--- config.mk ---
export PLATFORM = sky130hd
export DESIGN_NAME = msc_top
export DESIGN_NICKNAME = d
export VERILOG_FILES = /design/src/msc_pkg.sv /design/src/msc_event_gate.sv /design/src/msc_trace_gen.sv /design/src/msc_top.sv
export VERILOG_INCLUDE_DIRS = /design/src
export SDC_FILE = /design/constraint.sdc
export NUM_CORES = 1
export LEC_CHECK = 0
export ABC_AREA = 1
export BUFFER_PORTS_ARGS = -buffer_cell sky130_fd_sc_hd__buf_2
export CELL_PAD_IN_SITES_DETAIL_PLACEMENT = 0
export CELL_PAD_IN_SITES_GLOBAL_PLACEMENT = 1
export CORE_UTILIZATION = 29
export CTS_CLUSTER_DIAMETER = 30
export CTS_CLUSTER_SIZE = 40
export DETAILED_ROUTE_END_ITERATION = 12
export PLACE_DENSITY = 0.77
export SLEW_MARGIN = 30
export SYNTH_ARGS = -nofsm -noshare
export SYNTH_HDL_FRONTEND = slang
export SYNTH_HIERARCHICAL = 1
export SYNTH_SLANG_ARGS = --single-unit
--- constraint.sdc ---
create_clock -name i_clk -period 1.98 [get_ports i_clk]
set_input_delay 0.396 -clock i_clk [delete_from_list [all_inputs] [get_ports i_clk]]
set_output_delay 0.396 -clock i_clk [all_outputs]
set_load 0.05 [all_outputs]
--- src/msc_defines.svh ---
/*
  holds the offsets, field positions, masks and reset values of the
  machine state control block.
  assumes inclusion by bare name from every file that needs a number.
*/
// Overview of operation
// - bit 13 requests reduced power mode
// - exception copies trap byte order into byte order
// - bit 16 gates external and decrementer interrupts
// - bit 17 restricts execution to user instructions
// - bit 18 clear blocks floating-point dispatch
// - machine check: gate clear checkstops, set traps
// - bit 21 traces each cleanly completed instruction not marked no_trace
// - bit 22 traces each successful branch
// - bit 25 picks vector prefix 0x000 or 0xFFF
// - bit 26 enables instruction address translation
// - bit 27 enables data address translation
// - bit 29 marks process for performance monitor
// - bit 30 flags exception as recoverable
// - bit 31 selects little endian when set
// - save full reserved bits, drop partial ones
// - both trap mode bits zero: no fp traps
// - any trap mode bit set: precise mode
// - saved copy valid at first handler instruction
// - any exception clears the interrupt gate
// - exception saves then clears recoverable flag
// - exception clears both translation enables
`ifndef MSC_DEFINES_SVH
`define MSC_DEFINES_SVH

// ----------------------------------------------------------------
// register offsets
// ----------------------------------------------------------------
`define MSC_OFS_STATE 8'h00
`define MSC_OFS_SAVED 8'h04
`define MSC_OFS_STATUS 8'h08

// ----------------------------------------------------------------
// field positions, msb-first numbering turned into vector index
// ----------------------------------------------------------------
`define MSC_B(n) (31 - (n))
`define MSC_POW `MSC_B(13)
`define MSC_ILE `MSC_B(15)
`define MSC_EE `MSC_B(16)
`define MSC_PR `MSC_B(17)
`define MSC_FP `MSC_B(18)
`define MSC_ME `MSC_B(19)
`define MSC_FE0 `MSC_B(20)
`define MSC_SE `MSC_B(21)
`define MSC_BE `MSC_B(22)
`define MSC_FE1 `MSC_B(23)
`define MSC_IP `MSC_B(25)
`define MSC_IR `MSC_B(26)
`define MSC_DR `MSC_B(27)
`define MSC_PM `MSC_B(29)
`define MSC_RI `MSC_B(30)
`define MSC_LE `MSC_B(31)

// ----------------------------------------------------------------
// masks and reset values
// ----------------------------------------------------------------
`define MSC_SAVE_MASK 32'h87C0FFFF
`define MSC_WR_MASK 32'h87C5FF7F
`define MSC_STATE_RST 32'h00000040
`define MSC_PREFIX_LO 12'h000
`define MSC_PREFIX_HI 12'hFFF

`endif

--- src/msc_pkg.sv ---
/*
  holds the carrier types of the machine state control block.
  assumes nothing beyond a SystemVerilog compiler.
*/
package msc_pkg;

  // exception entry request from the sequencer
  typedef struct packed {
    logic [19:0] offset;
    logic [9:0] status;
  } msc_exc_req_t;

  // completion report of one instruction
  typedef struct packed {
    logic is_branch;
    logic no_trace;
    logic faulted;
  } msc_instr_t;

endpackage

--- src/msc_event_gate.sv ---
/*
  holds the gating of asynchronous, machine-check and floating-point
  events by the state word fields.
  assumes all event inputs come from logic on i_clk.
*/
`timescale 1ns/10ps
module msc_event_gate (
  // clock and reset
  input wire logic i_clk,
  input wire logic i_rst_n,
  // state word fields
  input wire logic i_ee,
  input wire logic i_me,
  input wire logic i_fp,
  input wire logic i_fe_any,
  input wire logic i_user_only,
  // events
  input wire logic i_ext_req,
  input wire logic i_dec_req,
  input wire logic i_mchk,
  input wire logic i_fp_instr,
  input wire logic i_fp_exc,
  input wire logic i_priv_instr,
  // gated results
  output logic o_ext_take,
  output logic o_dec_take,
  output logic o_mchk_take,
  output logic o_checkstop,
  output logic o_fp_unavail,
  output logic o_fp_prog,
  output logic o_priv_fault
);

  always_ff @(posedge i_clk or negedge i_rst_n) begin
    if (!i_rst_n) begin
      o_ext_take <= 1'b0;
      o_dec_take <= 1'b0;
    end else begin
      o_ext_take <= i_ext_req & i_ee;
      o_dec_take <= i_dec_req & i_ee;
    end
  end

  // checkstop is sticky: only reset leaves it
  always_ff @(posedge i_clk or negedge i_rst_n) begin
    if (!i_rst_n) begin
      o_mchk_take <= 1'b0;
      o_checkstop <= 1'b0;
    end else begin
      o_mchk_take <= i_mchk & i_me & ~o_checkstop;
      if (i_mchk && !i_me) begin
        o_checkstop <= 1'b1;
      end
    end
  end

  always_ff @(posedge i_clk or negedge i_rst_n) begin
    if (!i_rst_n) begin
      o_fp_unavail <= 1'b0;
      o_fp_prog <= 1'b0;
      o_priv_fault <= 1'b0;
    end else begin
      o_fp_unavail <= i_fp_instr & ~i_fp;
      o_fp_prog <= i_fp_exc & i_fp & i_fe_any;
      o_priv_fault <= i_priv_instr & i_user_only;
    end
  end

  ext_gate_a: assert property (@(posedge i_clk) disable iff (!i_rst_n)
    (i_ext_req && !i_ee) |=> !o_ext_take)
    else $error("external interrupt taken while gate clear");
  mchk_stop_a: assert property (@(posedge i_clk) disable iff (!i_rst_n)
    (i_mchk && !i_me) |=> o_checkstop && !o_mchk_take)
    else $error("machine check with gate clear did not checkstop");
  fp_off_a: assert property (@(posedge i_clk) disable iff (!i_rst_n)
    (i_fp_exc && !i_fe_any) |=> !o_fp_prog)
    else $error("floating-point trap taken with trap modes off");

endmodule

--- src/msc_trace_gen.sv ---
/*
  holds the single-step and branch trace decision for each completed
  instruction.
  assumes one completion report per cycle at most, on i_clk.
*/
`timescale 1ns/10ps
module msc_trace_gen (
  // clock and reset
  input wire logic i_clk,
  input wire logic i_rst_n,
  // trace enables
  input wire logic i_se,
  input wire logic i_be,
  // completion report
  input wire logic i_done,
  input wire msc_pkg::msc_instr_t i_instr,
  // trace request
  output logic o_trace,
  output logic o_trace_branch
);

  logic clean;
  logic step_hit;
  logic branch_hit;

  assign clean = i_done & ~i_instr.faulted;
  assign step_hit = clean & i_se & ~i_instr.no_trace;
  assign branch_hit = clean & i_be & i_instr.is_branch;

  always_ff @(posedge i_clk or negedge i_rst_n) begin
    if (!i_rst_n) begin
      o_trace <= 1'b0;
      o_trace_branch <= 1'b0;
    end else begin
      o_trace <= step_hit | branch_hit;
      o_trace_branch <= branch_hit & ~step_hit;
    end
  end

  step_excl_a: assert property (@(posedge i_clk) disable iff (!i_rst_n)
    (i_done && i_instr.no_trace && !(i_be && i_instr.is_branch))
    |=> !o_trace)
    else $error("trace raised on excluded instruction");
  branch_tr_a: assert property (@(posedge i_clk) disable iff (!i_rst_n)
    (i_done && !i_instr.faulted && i_be && i_instr.is_branch) |=> o_trace)
    else $error("successful branch not traced");

endmodule

--- src/msc_top.sv ---
/*
  holds the machine state word, its saved copy, exception entry and
  return, field decode onto control outputs, and the register port.
  assumes an exception sequencer and the core pipeline on i_clk,
  and a master on the plain register port that never stalls.
*/
// Implementation choices: the strobed register port and the address map.
`timescale 1ns/10ps
`include "msc_defines.svh"
module msc_top (
  // clock and reset
  input wire logic i_clk,
  input wire logic i_rst_n,
  // register port
  input wire logic [7:0] i_addr,
  input wire logic [31:0] i_wdata,
  input wire logic i_wr_stb,
  input wire logic i_rd_stb,
  output logic [31:0] o_rdata,
  // exception entry and return
  input wire logic i_exc_take,
  input wire msc_pkg::msc_exc_req_t i_exc_req,
  input wire logic i_rfi,
  output logic o_vector_valid,
  output logic [31:0] o_vector_addr,
  // core events
  input wire logic i_ext_req,
  input wire logic i_dec_req,
  input wire logic i_mchk,
  input wire logic i_fp_instr,
  input wire logic i_fp_exc,
  input wire logic i_priv_instr,
  input wire logic i_done,
  input wire msc_pkg::msc_instr_t i_instr,
  // gated event requests
  output logic o_ext_take,
  output logic o_dec_take,
  output logic o_mchk_take,
  output logic o_checkstop,
  output logic o_fp_unavail,
  output logic o_fp_prog,
  output logic o_priv_fault,
  output logic o_trace,
  output logic o_trace_branch,
  // decoded state word fields
  output logic [31:0] o_state,
  output logic [31:0] o_saved,
  output logic o_low_power_req,
  output logic o_user_only,
  output logic o_fp_dispatch_ok,
  output logic o_fp_exc_enable,
  output logic o_fp_precise,
  output logic o_fetch_xlate,
  output logic o_data_xlate,
  output logic o_perf_mark,
  output logic o_recoverable,
  output logic o_little_endian
);

  // ----------------------------------------------------------------
  // storage
  // ----------------------------------------------------------------
  logic [31:0] state_reg;
  logic [31:0] state_next;
  logic [31:0] saved_reg;
  logic [31:0] saved_next;
  logic [31:0] exc_info;
  logic [7:0] entry_cnt_reg;
  logic fe_any;
  logic sel_state;
  logic sel_saved;
  logic sel_status;
  logic [31:0] rd_mux;
  logic [31:0] status_word;

  assign sel_state = (i_addr == `MSC_OFS_STATE);
  assign sel_saved = (i_addr == `MSC_OFS_SAVED);
  assign sel_status = (i_addr == `MSC_OFS_STATUS);

  // exception-specific info lands in 1:4 and 10:15
  assign exc_info = {1'b0, i_exc_req.status[9:6], 5'h00,
                     i_exc_req.status[5:0], 16'h0000};

  // ----------------------------------------------------------------
  // next state word
  // ----------------------------------------------------------------
  // priority: entry over return over software write, so an
  // exception is never masked by a concurrent write
  always_comb begin
    state_next = state_reg;
    if (i_exc_take) begin
      state_next[`MSC_POW] = 1'b0;
      state_next[`MSC_EE] = 1'b0;
      state_next[`MSC_PR] = 1'b0;
      state_next[`MSC_FP] = 1'b0;
      state_next[`MSC_FE0] = 1'b0;
      state_next[`MSC_SE] = 1'b0;
      state_next[`MSC_BE] = 1'b0;
      state_next[`MSC_FE1] = 1'b0;
      state_next[`MSC_IR] = 1'b0;
      state_next[`MSC_DR] = 1'b0;
      state_next[`MSC_PM] = 1'b0;
      state_next[`MSC_RI] = 1'b0;
      state_next[`MSC_LE] = state_reg[`MSC_ILE];
    end else if (i_rfi) begin
      state_next = (saved_reg & `MSC_SAVE_MASK & `MSC_WR_MASK) |
                   (state_reg & ~(`MSC_SAVE_MASK & `MSC_WR_MASK));
    end else if (i_wr_stb && sel_state) begin
      state_next = (i_wdata & `MSC_WR_MASK) | (state_reg & ~`MSC_WR_MASK);
    end
  end

  always_ff @(posedge i_clk or negedge i_rst_n) begin
    if (!i_rst_n) begin
      state_reg <= `MSC_STATE_RST;
    end else begin
      state_reg <= state_next;
    end
  end

  // ----------------------------------------------------------------
  // saved copy
  // ----------------------------------------------------------------
  always_comb begin
    saved_next = saved_reg;
    if (i_exc_take) begin
      saved_next = (state_reg & `MSC_SAVE_MASK) | exc_info;
    end else if (i_wr_stb && sel_saved) begin
      saved_next = i_wdata;
    end
  end

  // written on the entry edge, the same edge that raises the vector valid
  always_ff @(posedge i_clk or negedge i_rst_n) begin
    if (!i_rst_n) begin
      saved_reg <= 32'h00000000;
    end else begin
      saved_reg <= saved_next;
    end
  end

  // ----------------------------------------------------------------
  // handler vector
  // ----------------------------------------------------------------
  always_ff @(posedge i_clk or negedge i_rst_n) begin
    if (!i_rst_n) begin
      o_vector_valid <= 1'b0;
      o_vector_addr <= 32'h00000000;
    end else begin
      o_vector_valid <= i_exc_take;
      if (i_exc_take) begin
        o_vector_addr <= {state_reg[`MSC_IP] ? `MSC_PREFIX_HI : `MSC_PREFIX_LO,
                          i_exc_req.offset};
      end
    end
  end

  // entry counter only for software visibility, wraps silently
  always_ff @(posedge i_clk or negedge i_rst_n) begin
    if (!i_rst_n) begin
      entry_cnt_reg <= 8'h00;
    end else if (i_exc_take) begin
      entry_cnt_reg <= entry_cnt_reg + 8'h01;
    end
  end

  // ----------------------------------------------------------------
  // read port
  // ----------------------------------------------------------------
  assign status_word = {16'h0000, entry_cnt_reg, 4'h0, o_fp_precise,
                        o_fp_exc_enable, o_low_power_req, o_checkstop};

  always_comb begin
    rd_mux = 32'h00000000;
    if (sel_state) begin
      rd_mux = state_reg;
    end else if (sel_saved) begin
      rd_mux = saved_reg;
    end else if (sel_status) begin
      rd_mux = status_word;
    end
  end

  // data stand only in the cycle after the strobe
  always_ff @(posedge i_clk or negedge i_rst_n) begin
    if (!i_rst_n) begin
      o_rdata <= 32'h00000000;
    end else begin
      o_rdata <= i_rd_stb ? rd_mux : 32'h00000000;
    end
  end

  // ----------------------------------------------------------------
  // field decode, straight from the state flops
  // ----------------------------------------------------------------
  assign fe_any = state_reg[`MSC_FE0] | state_reg[`MSC_FE1];
  assign o_state = state_reg;
  assign o_saved = saved_reg;
  assign o_low_power_req = state_reg[`MSC_POW];
  assign o_user_only = state_reg[`MSC_PR];
  assign o_fp_dispatch_ok = state_reg[`MSC_FP];
  assign o_fp_exc_enable = fe_any;
  // both imprecise settings still run precise
  assign o_fp_precise = fe_any;
  assign o_fetch_xlate = state_reg[`MSC_IR];
  assign o_data_xlate = state_reg[`MSC_DR];
  assign o_perf_mark = state_reg[`MSC_PM];
  assign o_recoverable = state_reg[`MSC_RI];
  assign o_little_endian = state_reg[`MSC_LE];

  // ----------------------------------------------------------------
  // event gating and trace
  // ----------------------------------------------------------------
  msc_event_gate u_gate (
    .i_clk(i_clk),
    .i_rst_n(i_rst_n),
    .i_ee(state_reg[`MSC_EE]),
    .i_me(state_reg[`MSC_ME]),
    .i_fp(state_reg[`MSC_FP]),
    .i_fe_any(fe_any),
    .i_user_only(state_reg[`MSC_PR]),
    .i_ext_req(i_ext_req),
    .i_dec_req(i_dec_req),
    .i_mchk(i_mchk),
    .i_fp_instr(i_fp_instr),
    .i_fp_exc(i_fp_exc),
    .i_priv_instr(i_priv_instr),
    .o_ext_take(o_ext_take),
    .o_dec_take(o_dec_take),
    .o_mchk_take(o_mchk_take),
    .o_checkstop(o_checkstop),
    .o_fp_unavail(o_fp_unavail),
    .o_fp_prog(o_fp_prog),
    .o_priv_fault(o_priv_fault)
  );

  msc_trace_gen u_trace (
    .i_clk(i_clk),
    .i_rst_n(i_rst_n),
    .i_se(state_reg[`MSC_SE]),
    .i_be(state_reg[`MSC_BE]),
    .i_done(i_done),
    .i_instr(i_instr),
    .o_trace(o_trace),
    .o_trace_branch(o_trace_branch)
  );

  // ----------------------------------------------------------------
  // checks
  // ----------------------------------------------------------------
  entry_clear_a: assert property (@(posedge i_clk) disable iff (!i_rst_n)
    i_exc_take |=> !o_state[`MSC_EE] && !o_fetch_xlate && !o_data_xlate)
    else $error("entry left gate or translation enabled");
  entry_endian_a: assert property (@(posedge i_clk) disable iff (!i_rst_n)
    i_exc_take |=> o_little_endian == $past(o_state[`MSC_ILE]))
    else $error("byte order not taken from trap byte order");
  save_ri_a: assert property (@(posedge i_clk) disable iff (!i_rst_n)
    i_exc_take |=> o_saved[`MSC_RI] == $past(o_recoverable) && !o_recoverable)
    else $error("recoverable flag not saved and cleared");
  save_mask_a: assert property (@(posedge i_clk) disable iff (!i_rst_n)
    i_exc_take |=> (o_saved & 32'h87C0FFFF) == ($past(o_state) & 32'h87C0FFFF))
    else $error("saved copy differs in copied positions");
  partial_bits_a: assert property (@(posedge i_clk) disable iff (!i_rst_n)
    (i_exc_take && i_exc_req.status == 10'h000) |=>
    o_saved[30:27] == 4'h0 && o_saved[21:19] == 3'h0)
    else $error("partial reserved bits leaked into saved copy");
  vector_base_a: assert property (@(posedge i_clk) disable iff (!i_rst_n)
    i_exc_take |=> o_vector_valid &&
    o_vector_addr[31:20] == ($past(o_state[`MSC_IP]) ? 12'hFFF : 12'h000))
    else $error("vector prefix wrong");
  saved_ready_a: assert property (@(posedge i_clk) disable iff (!i_rst_n)
    o_vector_valid |-> o_saved[`MSC_ME] == o_state[`MSC_ME])
    else $error("saved copy not ready at handler start");
  fp_precise_a: assert property (@(posedge i_clk) disable iff (!i_rst_n)
    (o_state[`MSC_FE0] ^ o_state[`MSC_FE1]) |-> o_fp_precise)
    else $error("imprecise setting not run precise");
  rd_timing_a: assert property (@(posedge i_clk) disable iff (!i_rst_n)
    !i_rd_stb |=> o_rdata == 32'h00000000)
    else $error("read data outside its cycle");
  sw_write_a: assert property (@(posedge i_clk) disable iff (!i_rst_n)
    (i_wr_stb && sel_state && !i_exc_take && !i_rfi) |=>
    o_low_power_req == $past(i_wdata[`MSC_POW]))
    else $error("state word write lost");
  ep_check_a: assert property (@(posedge i_clk) disable iff (!i_rst_n)
    (i_fp_instr && !o_fp_dispatch_ok) |=> o_fp_unavail)
    else $error("floating-point dispatch not blocked");

  entry_c: cover property (@(posedge i_clk) disable iff (!i_rst_n)
    i_exc_take ##1 o_vector_valid ##[1:20] i_rfi);
  stop_c: cover property (@(posedge i_clk) disable iff (!i_rst_n)
    $rose(o_checkstop));
  trace_c: cover property (@(posedge i_clk) disable iff (!i_rst_n)
    o_trace_branch);
  high_vec_c: cover property (@(posedge i_clk) disable iff (!i_rst_n)
    o_vector_valid && o_vector_addr[31:20] == 12'hFFF);

endmodule

Word-level counts from Yosys, hierarchy flattened --
Index checks and enable logic that the tools add are counted.
Cells by class: add/subtract/negate cells 1, equality and inequality tests 2, muxes and demuxes 14, bitwise gates (word level) 25, reduce and logical (&&, ||, !) cells 9
Operator list (number):
- two-way mux 32 bit | 7
- OR 32 x 31 -> 32 bit | 3
- two-way mux 16 bit | 1
- AND 1 bit | 14
- two-way mux 12 bit | 1
- adder 8 x 1 -> 8 bit, second input constant | 1
- equality test 8 x 3 -> 1 bit, second input constant | 1
- equality test 8 x 4 -> 1 bit, second input constant | 1
- zero test 8 bit | 1
- two-way mux 3 bit | 2
- NOT 1 bit | 6
- two-way mux 4 bit | 1
- nonzero test 2 bit | 2
- logical AND 1 bit | 3
- nonzero test 3 bit | 1
- two-way mux 2 bit | 1
- OR 1 bit | 2
- AND reduction 2 bit | 1
- zero test 1 bit | 1
- two-way mux 1 bit | 1
Storage, ports and cells: bits in registers 146, input bits 86, output and inout bits 148

Longest topological paths before layout --
Gate-level depths: netlist of run 1.
word-level depth 6, gate-level depth with buffers 9

Cells and area by module --
Netlist of run 1, hierarchy kept.
Modules (own cells, without submodules):
- msc_top | instances 1, cells each 735, area each 5698.0 µm²
- msc_event_gate | instances 1, cells each 24, area each 244.0 µm²
- msc_trace_gen | instances 1, cells each 12, area each 97.6 µm²

Worst setup path after synthesis of run 1 --
Ideal clock, no wire load.
path kind register to output, start point register state_reg[8] (netlist: o_state[8]), end point output port o_fp_precise, arrival time 1447 ps, data required time 1584 ps, path slack 137 ps, stages on the path, launching flop included 4, path buffers 1, path through dfrtp_1 -> inv_1 -> nand2_1 -> buf_4
On the way: cells in the longest elaborated chain, start to end 1
RTL lines:
- from (decl) | RTL line msc_top.sv:63 | logic [31:0] state_reg;
- from (signal assigned) | RTL line msc_top.sv:115 | state_reg <= `MSC_STATE_RST;
- from (signal assigned) | RTL line msc_top.sv:117 | state_reg <= state_next;
- OR 1 bit | RTL line msc_top.sv:196 | assign fe_any = state_reg[`MSC_FE0] | state_reg[`MSC_FE1];
- to (decl) | RTL line msc_top.sv:52 | output logic o_fp_precise,
No other way between the ends.

Worst setup path after layout of run 1 --
start point register state_reg[11] (netlist: o_state[11]), end point output port o_fp_exc_enable
On the way: cells in the longest elaborated chain, start to end 1
RTL lines:
- OR 1 bit | RTL line msc_top.sv:196
- to (decl) | RTL line msc_top.sv:51 | output logic o_fp_exc_enable,
No other way between the ends.

==> results.md, run 1 <==
- Status: finished clean
- Drt wl/cell: 14.7 microns
- Worst Tran Pin Value: 0.844 ns
- Initial antenna violation count: 0
- Resize count post-CTS: 0
- Reg clk slew, reported paths: roughly 0.060 ns
- Detailed Route WL: 18500 microns
- Hold buffer count at cts: 1
- IO buf count: 224
- Clock buffer depth: 2
- Peak supply drop: 558 uV
- Critical-path top delay cell: dfrtp_1
- Core area: 20300 sq um
- WP buf/inv: 2
- Worst setup SP type: register
- Arrival time worst endpoint: approximately 1.4 ns
- Number of diodes: 0
- Mean Syn Cell Area: 7.83 sq um
- Total track usage: 0.177
- Top-count cell post-synth: nand2_1
- Die area: 21400 sq um
- Post-Synthesis Cells: 771
- First-pass GRT wire length: roughly 29000 microns
- Post-Route Setup TNS: 0 ns
- Hold Path Class: input port to register
- Final period util: 0.888
- Critical path peak fanout: 4
- Sequential fraction of the synthesis area: 0.522
- Vias: 5424
- CP top delay family: flip-flops
- Iteration-0 DRC Markers: 261
- Max Clk Rate: between 500 and 600 MHz
- Worst-path cell chain: inv_1 > nand2_1 > buf_2
- Area post-placement: 7320 sq um
- Io pins: approximately 230
- Register-to-Register Path Depth: 4
- Routed Antenna Nets: 0
- RSZ-0062 raised after global routing: false
- Placer Congestion: 0.797
- Cell variety after synth: 27
- Vias in the first global route: 5016
- Yosys warning total: 6
- Worst hold path stage count: 3
- # setup viols final: 0
- Register bit total from synthesis: 126
- Clock sinks: 126
- Top cell type's share of synthesized area: 0.518
- Fin area: a little under 8000 sq um
- Share of cells above drive strength 1: 0.307
- Die Ht: 146 microns
- Clock latency on the worst-skew pair: 0.41 ns
- Final Max Slew Viols: 0
- Top_reg_cell synth: dfrtp_1
- CP Capture Type: output pin
- Final net count: 1066
- Largest net degree at the start of global routing: between 50 and 60
- Clock Skews: 0.00657 ns
- FP Rows: 52
- H-Tree Depth: 4
- Remaining global-route overflow: 0
- Max Used Layer: met4
- CTS tree: done
- Clock root buffer: clkbuf_16
- Ranking of synthesized cells by area: dfrtp_1, nand2_1, nand3_1
- Area Overhead vs Synth: 30.8%
- Count of max-cap constraint violations: 0
- Clock buffer count from CTS: 17
- Final Critical Period: 1.76 ns
- Core Util, Final: 0.389
- Synthesized area: 6040 sq um
- DRC violations left: 0
- Met3 wire len: 1110 microns
- Width of the die: between 100 and 150 microns
- Cell taking the most area after synthesis: dfrtp_1
- Total Power: about 8 mW
- PD cells: 995 nW/um^2
- Post-synth EDFFs: 0
- Static Leakage: 4.69 nW
- WHS: between 0.15 and 0.2 ns
- Vias per Instance: 4.30
- First drt pass iteration count: 5
- Max incr delay on CP: about 0.42 ns
- WS Path Type: register to output pin
- Synth top cells by count: nand2_1, dfrtp_1, nand3_1
- Ys async rst share: 1.00
- Post-CTS setup buffers: 0
- M1 wire length: 8330 microns
- Final hold vios: 0
- Initial Utilization: 0.298
- DR WL met2: between 8000 and 9000 microns
- Critical path depth in cells: 3
- Worst slew margin: 0.436
- CP required: 1.58 ns
- DP HPWL: approximately 14000 microns
## placed cells by master, fill, tap and decap left out, drive strengths merged, types with 3 or more instances in the layout
master    instances
a21oi             5
buf             247
clkbuf           19
clkinv            6
clkinvlp          4
conb              9
dfrtp           125
inv              58
nand2           343
nand3            80
nand4             3
nor2             31
o21ai            45
or2               3
xnor2             3
xor2              3
## stage by stage
step / setup WS (ns) / instances
floorplan: 0.137 / 779
global placement: 0.141 / 1229
detailed placement: 0.103 / 1229
CTS: 0.178 / 1261
global route: 0.130 / 1261
finish: 0.222 / 1261
## cell type report
type                    count  area, sq um
well taps                 270          338
flip-flops and latches    126         3150
clock buffers              19          453
fillers                  2129        12400
inverters                  58          218
multi-input cells         528         2280
clock inverters            12          120
repair buffers            248         1340
## kinds of logic after synthesis
group | synth area share
buffers and inverters | 0.105
and+or+nand+nor | 0.318
DFF | 0.522
AOI/OAI and AO/OA | 0.0433
adders and majority gates | 0.00207
xor gates and xnor gates | 0.00870
other | 0.000621
## worst paths after layout
kind	startpoint	endpoint	slack, ns
setup / recovery	o_state[11]	o_fp_exc_enable	0.22
hold / removal	i_ext_req	u_gate/o_ext_take	0.17
setup reg to reg	entry_cnt_reg[3]	entry_cnt_reg[7]	0.80
hold reg to reg	o_vector_addr[9]	o_vector_addr[9]	0.46
max in group asynchronous	i_rst_n	o_vector_addr[4]	0.81
min in group asynchronous	i_rst_n	u_trace/o_trace_branch	0.52
## tightest hold or removal path, cell delays in order
cell,delay [ns]
buf_2,0.07
nand2_1,0.04
inv_1,0.04
## per-layer routing
layer | GRT usage | up-vias
li1 | - | 2758
met1 | 0.234 | 2477
met2 | 0.283 | 176
met3 | 0.0472 | 13
met4 | 0.0495 | 0
met5 | 0 | -
## power by group
part	internal, mW	total [mW]	switching (mW)
sequential	2.81	3.07	0.263
clock	1.89	3.04	1.15
combinational	0.423	1.75	1.33
(Power assumes the default switching activity.)
==> run 2: changes to the inputs <==
Settings changed: ABC_AREA 1 to default, CORE_UTILIZATION 29 to 39, PLACE_DENSITY 0.77 to 0.94, SKIP_LAST_GASP from default to 1.
==> run 2 against run 1 <==
Net effect:
- critical path depth down 1
- global-route usage up 4.9 points
- synthesized cell count fell by 30%
- flip-flop and latch count unchanged
- sequential power up 1%
- clock power about the same
==> results.md, run 2 <==
- Post-synth EDFFs: 0
- Routed Antenna Nets: 0
- First drt pass iteration count: 4
- Most common cell after layout, fill and taps aside: buf_2
- Clock sinks: 126
- Ys async rst share: 1.00
- Final period util: 0.948
- First-pass GRT wire length: 25400 microns
- Final hold vios: 0
- Total Power: 8.10 mW
- Reg clk slew, reported paths: roughly 0.060 ns
- Final net count: 840
- Vias per Instance: 5.18
- Worst setup SP type: register
- Synth Area in Adders: 0.00220
- # fillers: 1246
- Critical-path top delay cell: dfrtp_1
- Max incr delay on CP: approximately 0.42 ns
- DR WL met2: 7790 microns
- Die Ht: 123 microns
- Area Overhead vs Synth: 33.5%
- Cell variety after synth: 44
- Critical path depth in cells: 2
- Io pins: 234
- Count of max-cap constraint violations: 0
- Post-Synth Simple-Gate Area: 0.150
- Final Max Slew Viols: 0
- Ranking of synthesized cells by area: dfrtp_1, a21oi_1, mux2_2
- Cell taking the most area after synthesis: dfrtp_1
- Core area: 14000 sq um
- Largest net degree at the start of global routing: 44
- RSZ-0062 raised after global routing: false
- Synth Area in Compound Gates: 0.158
- CP Capture Type: output pin
- Drt wl/cell: roughly 17 microns
- Top cell type's share of synthesized area: 0.550
- Status: finished clean
- Worst hold path stage count: 2
- Arrival time worst endpoint: ~1.5 ns
- Iteration-0 DRC Markers: 333
- M1 wire length: 6850 microns
- Sequential fraction of the synthesis area: 0.555
- Hold Path Class: input port to register
- Mux cell area share after synthesis: 0.0473
- PD cells: 1070 nW/um^2
- Vias in the first global route: 4729
- DRC violations left: 0
- Mean Syn Cell Area: between 10 and 15 sq um
- Critical path peak fanout: 5
- IO buf count: 224
- Top_reg_cell synth: dfrtp_1
- Width of the die: 123 microns
- H-Tree Depth: 4
- Die area: 15100 sq um
- Resize count post-CTS: 0
- Synth top cells by count: dfrtp_1, a21oi_1, nand2_1
- Total track usage: 0.226
- WP buf/inv: 1
- Register-to-Register Path Depth: 4
- Post-Synthesis Cells: approximately 540
- Fin area: 7590 sq um
- Reg area: 3150 sq um
- CP top delay family: flip-flops
- Commonest non-fill, non-tap cells in the layout: buf_2, dfrtp_1, a21oi_1, nand2_1, nor2b_1
- Static Leakage: around 3.8 nW
- FP Rows: 43
- Remaining global-route overflow: 0
- Detailed Route WL: 16200 microns
- Synthesized area: ~5700 sq um
- Clock buffer count from CTS: 17
- Largest family of logic cells by synthesized area: compound AO/OA/AOI/OAI gates
- Clock latency on the worst-skew pair: between 0.4 and 0.5 ns
- WS Path Type: register to output pin
- CP required: 1.58 ns
- Vias: 4905
- Clock root buffer: clkbuf_16
- Initial Utilization: 0.405
- # setup viols final: 0
- Yosys warning total: 6
- Post-Synth XOR/XNOR Area: 0.0108
- Placer Congestion: 0.762
- CTS tree: done
- Met3 wire len: 1390 microns
- Final Critical Period: 1.88 ns
- Post-CTS setup buffers: 0
- DP HPWL: 11500 microns
- Hold buffer count at cts: 1
- Number of diodes: 0
- Top-count cell post-synth: dfrtp_1
- Share of cells above drive strength 1: 0.416
- Register bit total from synthesis: roughly 130
- Clock buffer depth: 2
- Max Clk Rate: 533 MHz
- Max Used Layer: met5
- Clock Skews: 0.00640 ns
- Worst-path cell chain: or2_2 > buf_2
- Peak supply drop: 743 uV
- Area post-placement: about 7000 sq um
- Area of the multi-input gates: 2130 sq um
- Initial antenna violation count: 1
-- run 2: changes by cell type in the layout (fill, tap and decap cells not counted), sizes merged, moves of 31 or more --
cell	before	now
nand2	343	39
nand3	80	4
a21oi	5	55
o21ai	45	1
inv	58	15
nor2b	0	35
nor3	2	34
a31oi	0	31
-- run 2: final cells by class --
type                    instances  area share
inverters                      16     0.00791
clock buffers                  17      0.0560
clock inverters                15      0.0196
repair buffers                254       0.190
well taps                     180      0.0297
multi-input cells             338       0.281
flip-flops and latches        126       0.415
-- run 2: report_power, final --
| group | switching (mW) | internal [mW] | leakage (nW) |
|---|---|---|---|
| clock | 1.17 | 1.84 | 0.270 |
| combinational | 1.44 | 0.546 | 2.00 |
| sequential | 0.267 | 2.84 | 1.56 |
| total | 2.88 | 5.23 | 3.83 |
-- run 2: worst reg2reg max path: cells and delay by family, from the launching register on --
kind	cells	cell delay, ns
AOI/OAI and AO/OA	3	0.48
DFF	1	0.42
and+or+nand+nor	1	0.40
-- run 2: worst paths after layout --
| path | endpoint | slack (ns) | from |
|---|---|---|---|
| worst max register to register | o_rdata[2] | 0.57 | o_state[11] |
| min in group asynchronous | entry_cnt_reg[5] | 0.49 | i_rst_n |
| worst min register to register | entry_cnt_reg[7] | 0.47 | entry_cnt_reg[7] |
| worst min-delay path | u_gate/o_ext_take | 0.20 | i_ext_req |
| worst max-delay path | o_fp_precise | 0.10 | o_state[11] |
| max in group asynchronous | o_rdata[23] | 0.89 | i_rst_n |
-- run 2: metal layers --
metal	vias up	track usage
met3	18	0.0748
met2	208	0.366
met5	-	0
met4	2	0.0678
met1	2378	0.285
li1	2299	-
-- run 2: through the flow --
stage / setup TNS [ns] / setup WS [ns] / util / hold WS [ns] / cells
floorplan: 0 / 0.261 / - / 0.100 / 547
global placement: 0 / 0.0748 / 0.499 / 0.368 / 913
detailed placement: -0.0455 / -0.0455 / 0.499 / 0.363 / 913
CTS: 0 / 0.0690 / 0.541 / 0.177 / 946
global route: 0 / 0.0544 / 0.541 / 0.175 / 946
finish: 0 / 0.104 / 0.541 / 0.198 / 946
-- run 2: cells by family (layout without fill, tap and decap cells) --
| logic type | Yosys count | in the layout |
|---|---|---|
| multiplexers | 24 | 24 |
| AND/OR/NAND/NOR | 163 | 163 |
| buffers and inverters | 83 | 302 |
| AO/OA/AOI/OAI | 134 | 134 |
| flip-flops | 126 | 126 |
| adder cells (fa/ha/maj) | 1 | 1 |
| XOR/XNOR | 7 | 7 |
| other | 1 | 9 |
==> run 3: changes to the inputs <==
Settings changed: CORE_UTILIZATION 39 to 36, PLACE_DENSITY 0.94 to 0.88.
Clock period 1.98 ns to 2.05 ns, I/O delays scaled along.
==> run 3 against run 2 <==
Net effect:
- routed wire length is 0.37% higher
- sequential power is 3% lower
- critical endpoint unchanged
- register-to-register slack better by 0.10 ns
- via count is 1.0% lower
- die area is 8.2% higher
- sequential share of layout area is 0.25 points lower
- cell count is 2.9% higher
- core utilization is 4.2 points lower
- worst setup slack better by 0.078 ns
- global-route usage is 2.2 points lower
==> results.md, run 3 (synthesis gave the netlist of run 2 again) <==
- Most common cell after layout, fill and taps aside: buf_2
- First-pass GRT wire length: between 20000 and 25000 microns
- Post-CTS setup buffers: 0
- Max Clk Rate: 535 MHz
- Max incr delay on CP: 0.42 ns
- WP buf/inv: 1
- Sequential share of power: 0.375
- CP top delay family: flip-flops
- Final hold vios: 0
- Fin area: around 7600 sq um
- Status: finished clean
- Iteration-0 DRC Markers: 268
- CTS tree: done
- WS Path Type: register to output pin
- Vias in the first global route: 4558
- Final Critical Period: 1.87 ns
- Peak supply drop: 656 uV
- Placer Congestion: 0.786
- Vias: 4854
- Worst slew margin: 0.597
- Largest net degree at the start of global routing: 50
- First drt pass iteration count: 4
- Clock Skews: 0.00466 ns
- Area post-placement: 7020 sq um
- Initial Utilization: 0.371
- Total track usage: 0.203
- DP HPWL: 11300 microns
- Routed Antenna Nets: 0
- Clock latency on the worst-skew pair: 0.42 ns
- CP Capture Type: output pin
- Critical path peak fanout: 5
- Share of cells above drive strength 1: 0.406
- Clock buffer count from CTS: 17
- Clock Power Share: 0.387
- Critical path depth in cells: 2
- Met1 Use GR: 0.256
- Register-to-Register Path Depth: 4
- Worst hold path stage count: 2
- Clock root buffer: clkbuf_16
- Core area: 15300 sq um
- Width of the die: 128 microns
- Final period util: 0.911
- Gate power share: 0.238
- Final Max Slew Viols: 0
- Count of max-cap constraint violations: 0
- Switching Share: 0.338
- Worst Tran Pin Value: between 0.6 and 0.7 ns
- H-Tree Depth: 4
- Initial antenna violation count: 2
- Met3 usage: 0.0722
- Die area: 16300 sq um
- Worst-path cell chain: or2_2 > buf_2
- GR Layer Usage met2: 0.326
- GRT busiest layer: met2
- Final setup margin: 0.182 ns
- Internal power: 5.31 mW
- Arrival time worst endpoint: between 1 and 1.5 ns
- DRC violations left: 0
- FP Rows: 45
- Die Ht: about 130 microns
- Worst setup SP type: register
- Vias per Instance: 4.99
- PD cells: between 1000 and 1500 nW/um^2
- Detailed Route WL: ~16000 microns
- Switch Pwr: between 2 and 3 mW
- Static Leakage: 3.84 nW
- Resize count post-CTS: 0
- Critical-path top delay cell: dfrtp_1
- Final net count: 835
- Clock buffer depth: 2
- Area Overhead vs Synth: 34.3%
- Drt wl/cell: 16.7 microns
- RSZ-0062 raised after global routing: false
- # setup viols final: 0
- CP required: 1.64 ns
- Hold buffer count at cts: 1
- Commonest non-fill, non-tap cells in the layout: buf_2, dfrtp_1, a21oi_1, nand2_1, nor2b_1
- Place WS: -0.00151 ns
- Hold Path Class: input port to register
- Reg clk slew, reported paths: 0.06 ns
- Total Power: 8.02 mW
- Io pins: 234
- IO buf count: 224
- Clock sinks: 126
- Remaining global-route overflow: 0
## run 3: cell types whose count changed in the layout (fill, tap and decap cells not counted), moves of 2 or more
| cell | previous run | this run |
|---|---|---|
| buf_4 | 23 | 17 |
| clkbuf_1 | 0 | 5 |
| clkinvlp_4 | 5 | 0 |
| clkbuf_8 | 0 | 4 |
| clkinv_4 | 3 | 0 |
| clkinv_2 | 5 | 3 |
## run 3: layer usage
metal	up-vias	wire length [microns]	share of wire
met5	-	17	0.0010
met4	2	233	0.014
met3	25	1390	0.085
met2	212	7690	0.47
met1	2334	6950	0.43
li1	2281	-	-
## run 3: cell type report
| class | instances | area [sq um] |
|---|---|---|
| fill | 1443 | 7680 |
| inverter | 16 | 60.1 |
| clock buffer | 26 | 499 |
| sequential | 126 | 3150 |
| clock inverter | 6 | 105 |
| antenna | 1 | 2.50 |
| tap | 211 | 264 |
| timing repair buffer | 249 | 1420 |
| multi-input combinational | 338 | 2130 |
## run 3: path summary, 6_finish.rpt
path                       slack, ns              from                   to
setup / recovery                0.18       o_state[11]         o_fp_precise
hold / removal                  0.21            i_mchk   u_gate/o_checkstop
setup reg to reg                0.67       o_state[11]           o_rdata[2]
hold reg to reg                 0.47  entry_cnt_reg[7]     entry_cnt_reg[7]
max in group asynchronous       1.01           i_rst_n          o_saved[23]
min in group asynchronous       0.46           i_rst_n  u_gate/o_priv_fault
## run 3: metrics by stage
stage,hold WS (ns),setup TNS [ns],util,instances
after detailed placement,0.339,-0.00151,0.458,939
after global routing,0.207,0,0.499,972
after CTS,0.204,0,0.499,972
after global placement,0.340,0,0.458,939
after floorplan,0.114,0,-,547
final,0.212,0,0.499,973
## run 3: worst register-to-register path: stages, from the launching register on
cell,delay (ns)
dfrtp_1,0.42
or2_2,0.38
a21oi_1,0.22
a211oi_1,0.08
a21o_1,0.16
## run 3: power by group through the flow
stage | clock [mW] | sequential (mW) | combinational, mW
after global routing | 3.26 | 3.05 | 2.03
after floorplan | 0 | 3.64 | 0.843
after global placement | 0 | 3.04 | 1.91
final | 3.10 | 3.01 | 1.91
after detailed placement | 0 | 3.05 | 1.92
after CTS | 3.15 | 3.01 | 1.92
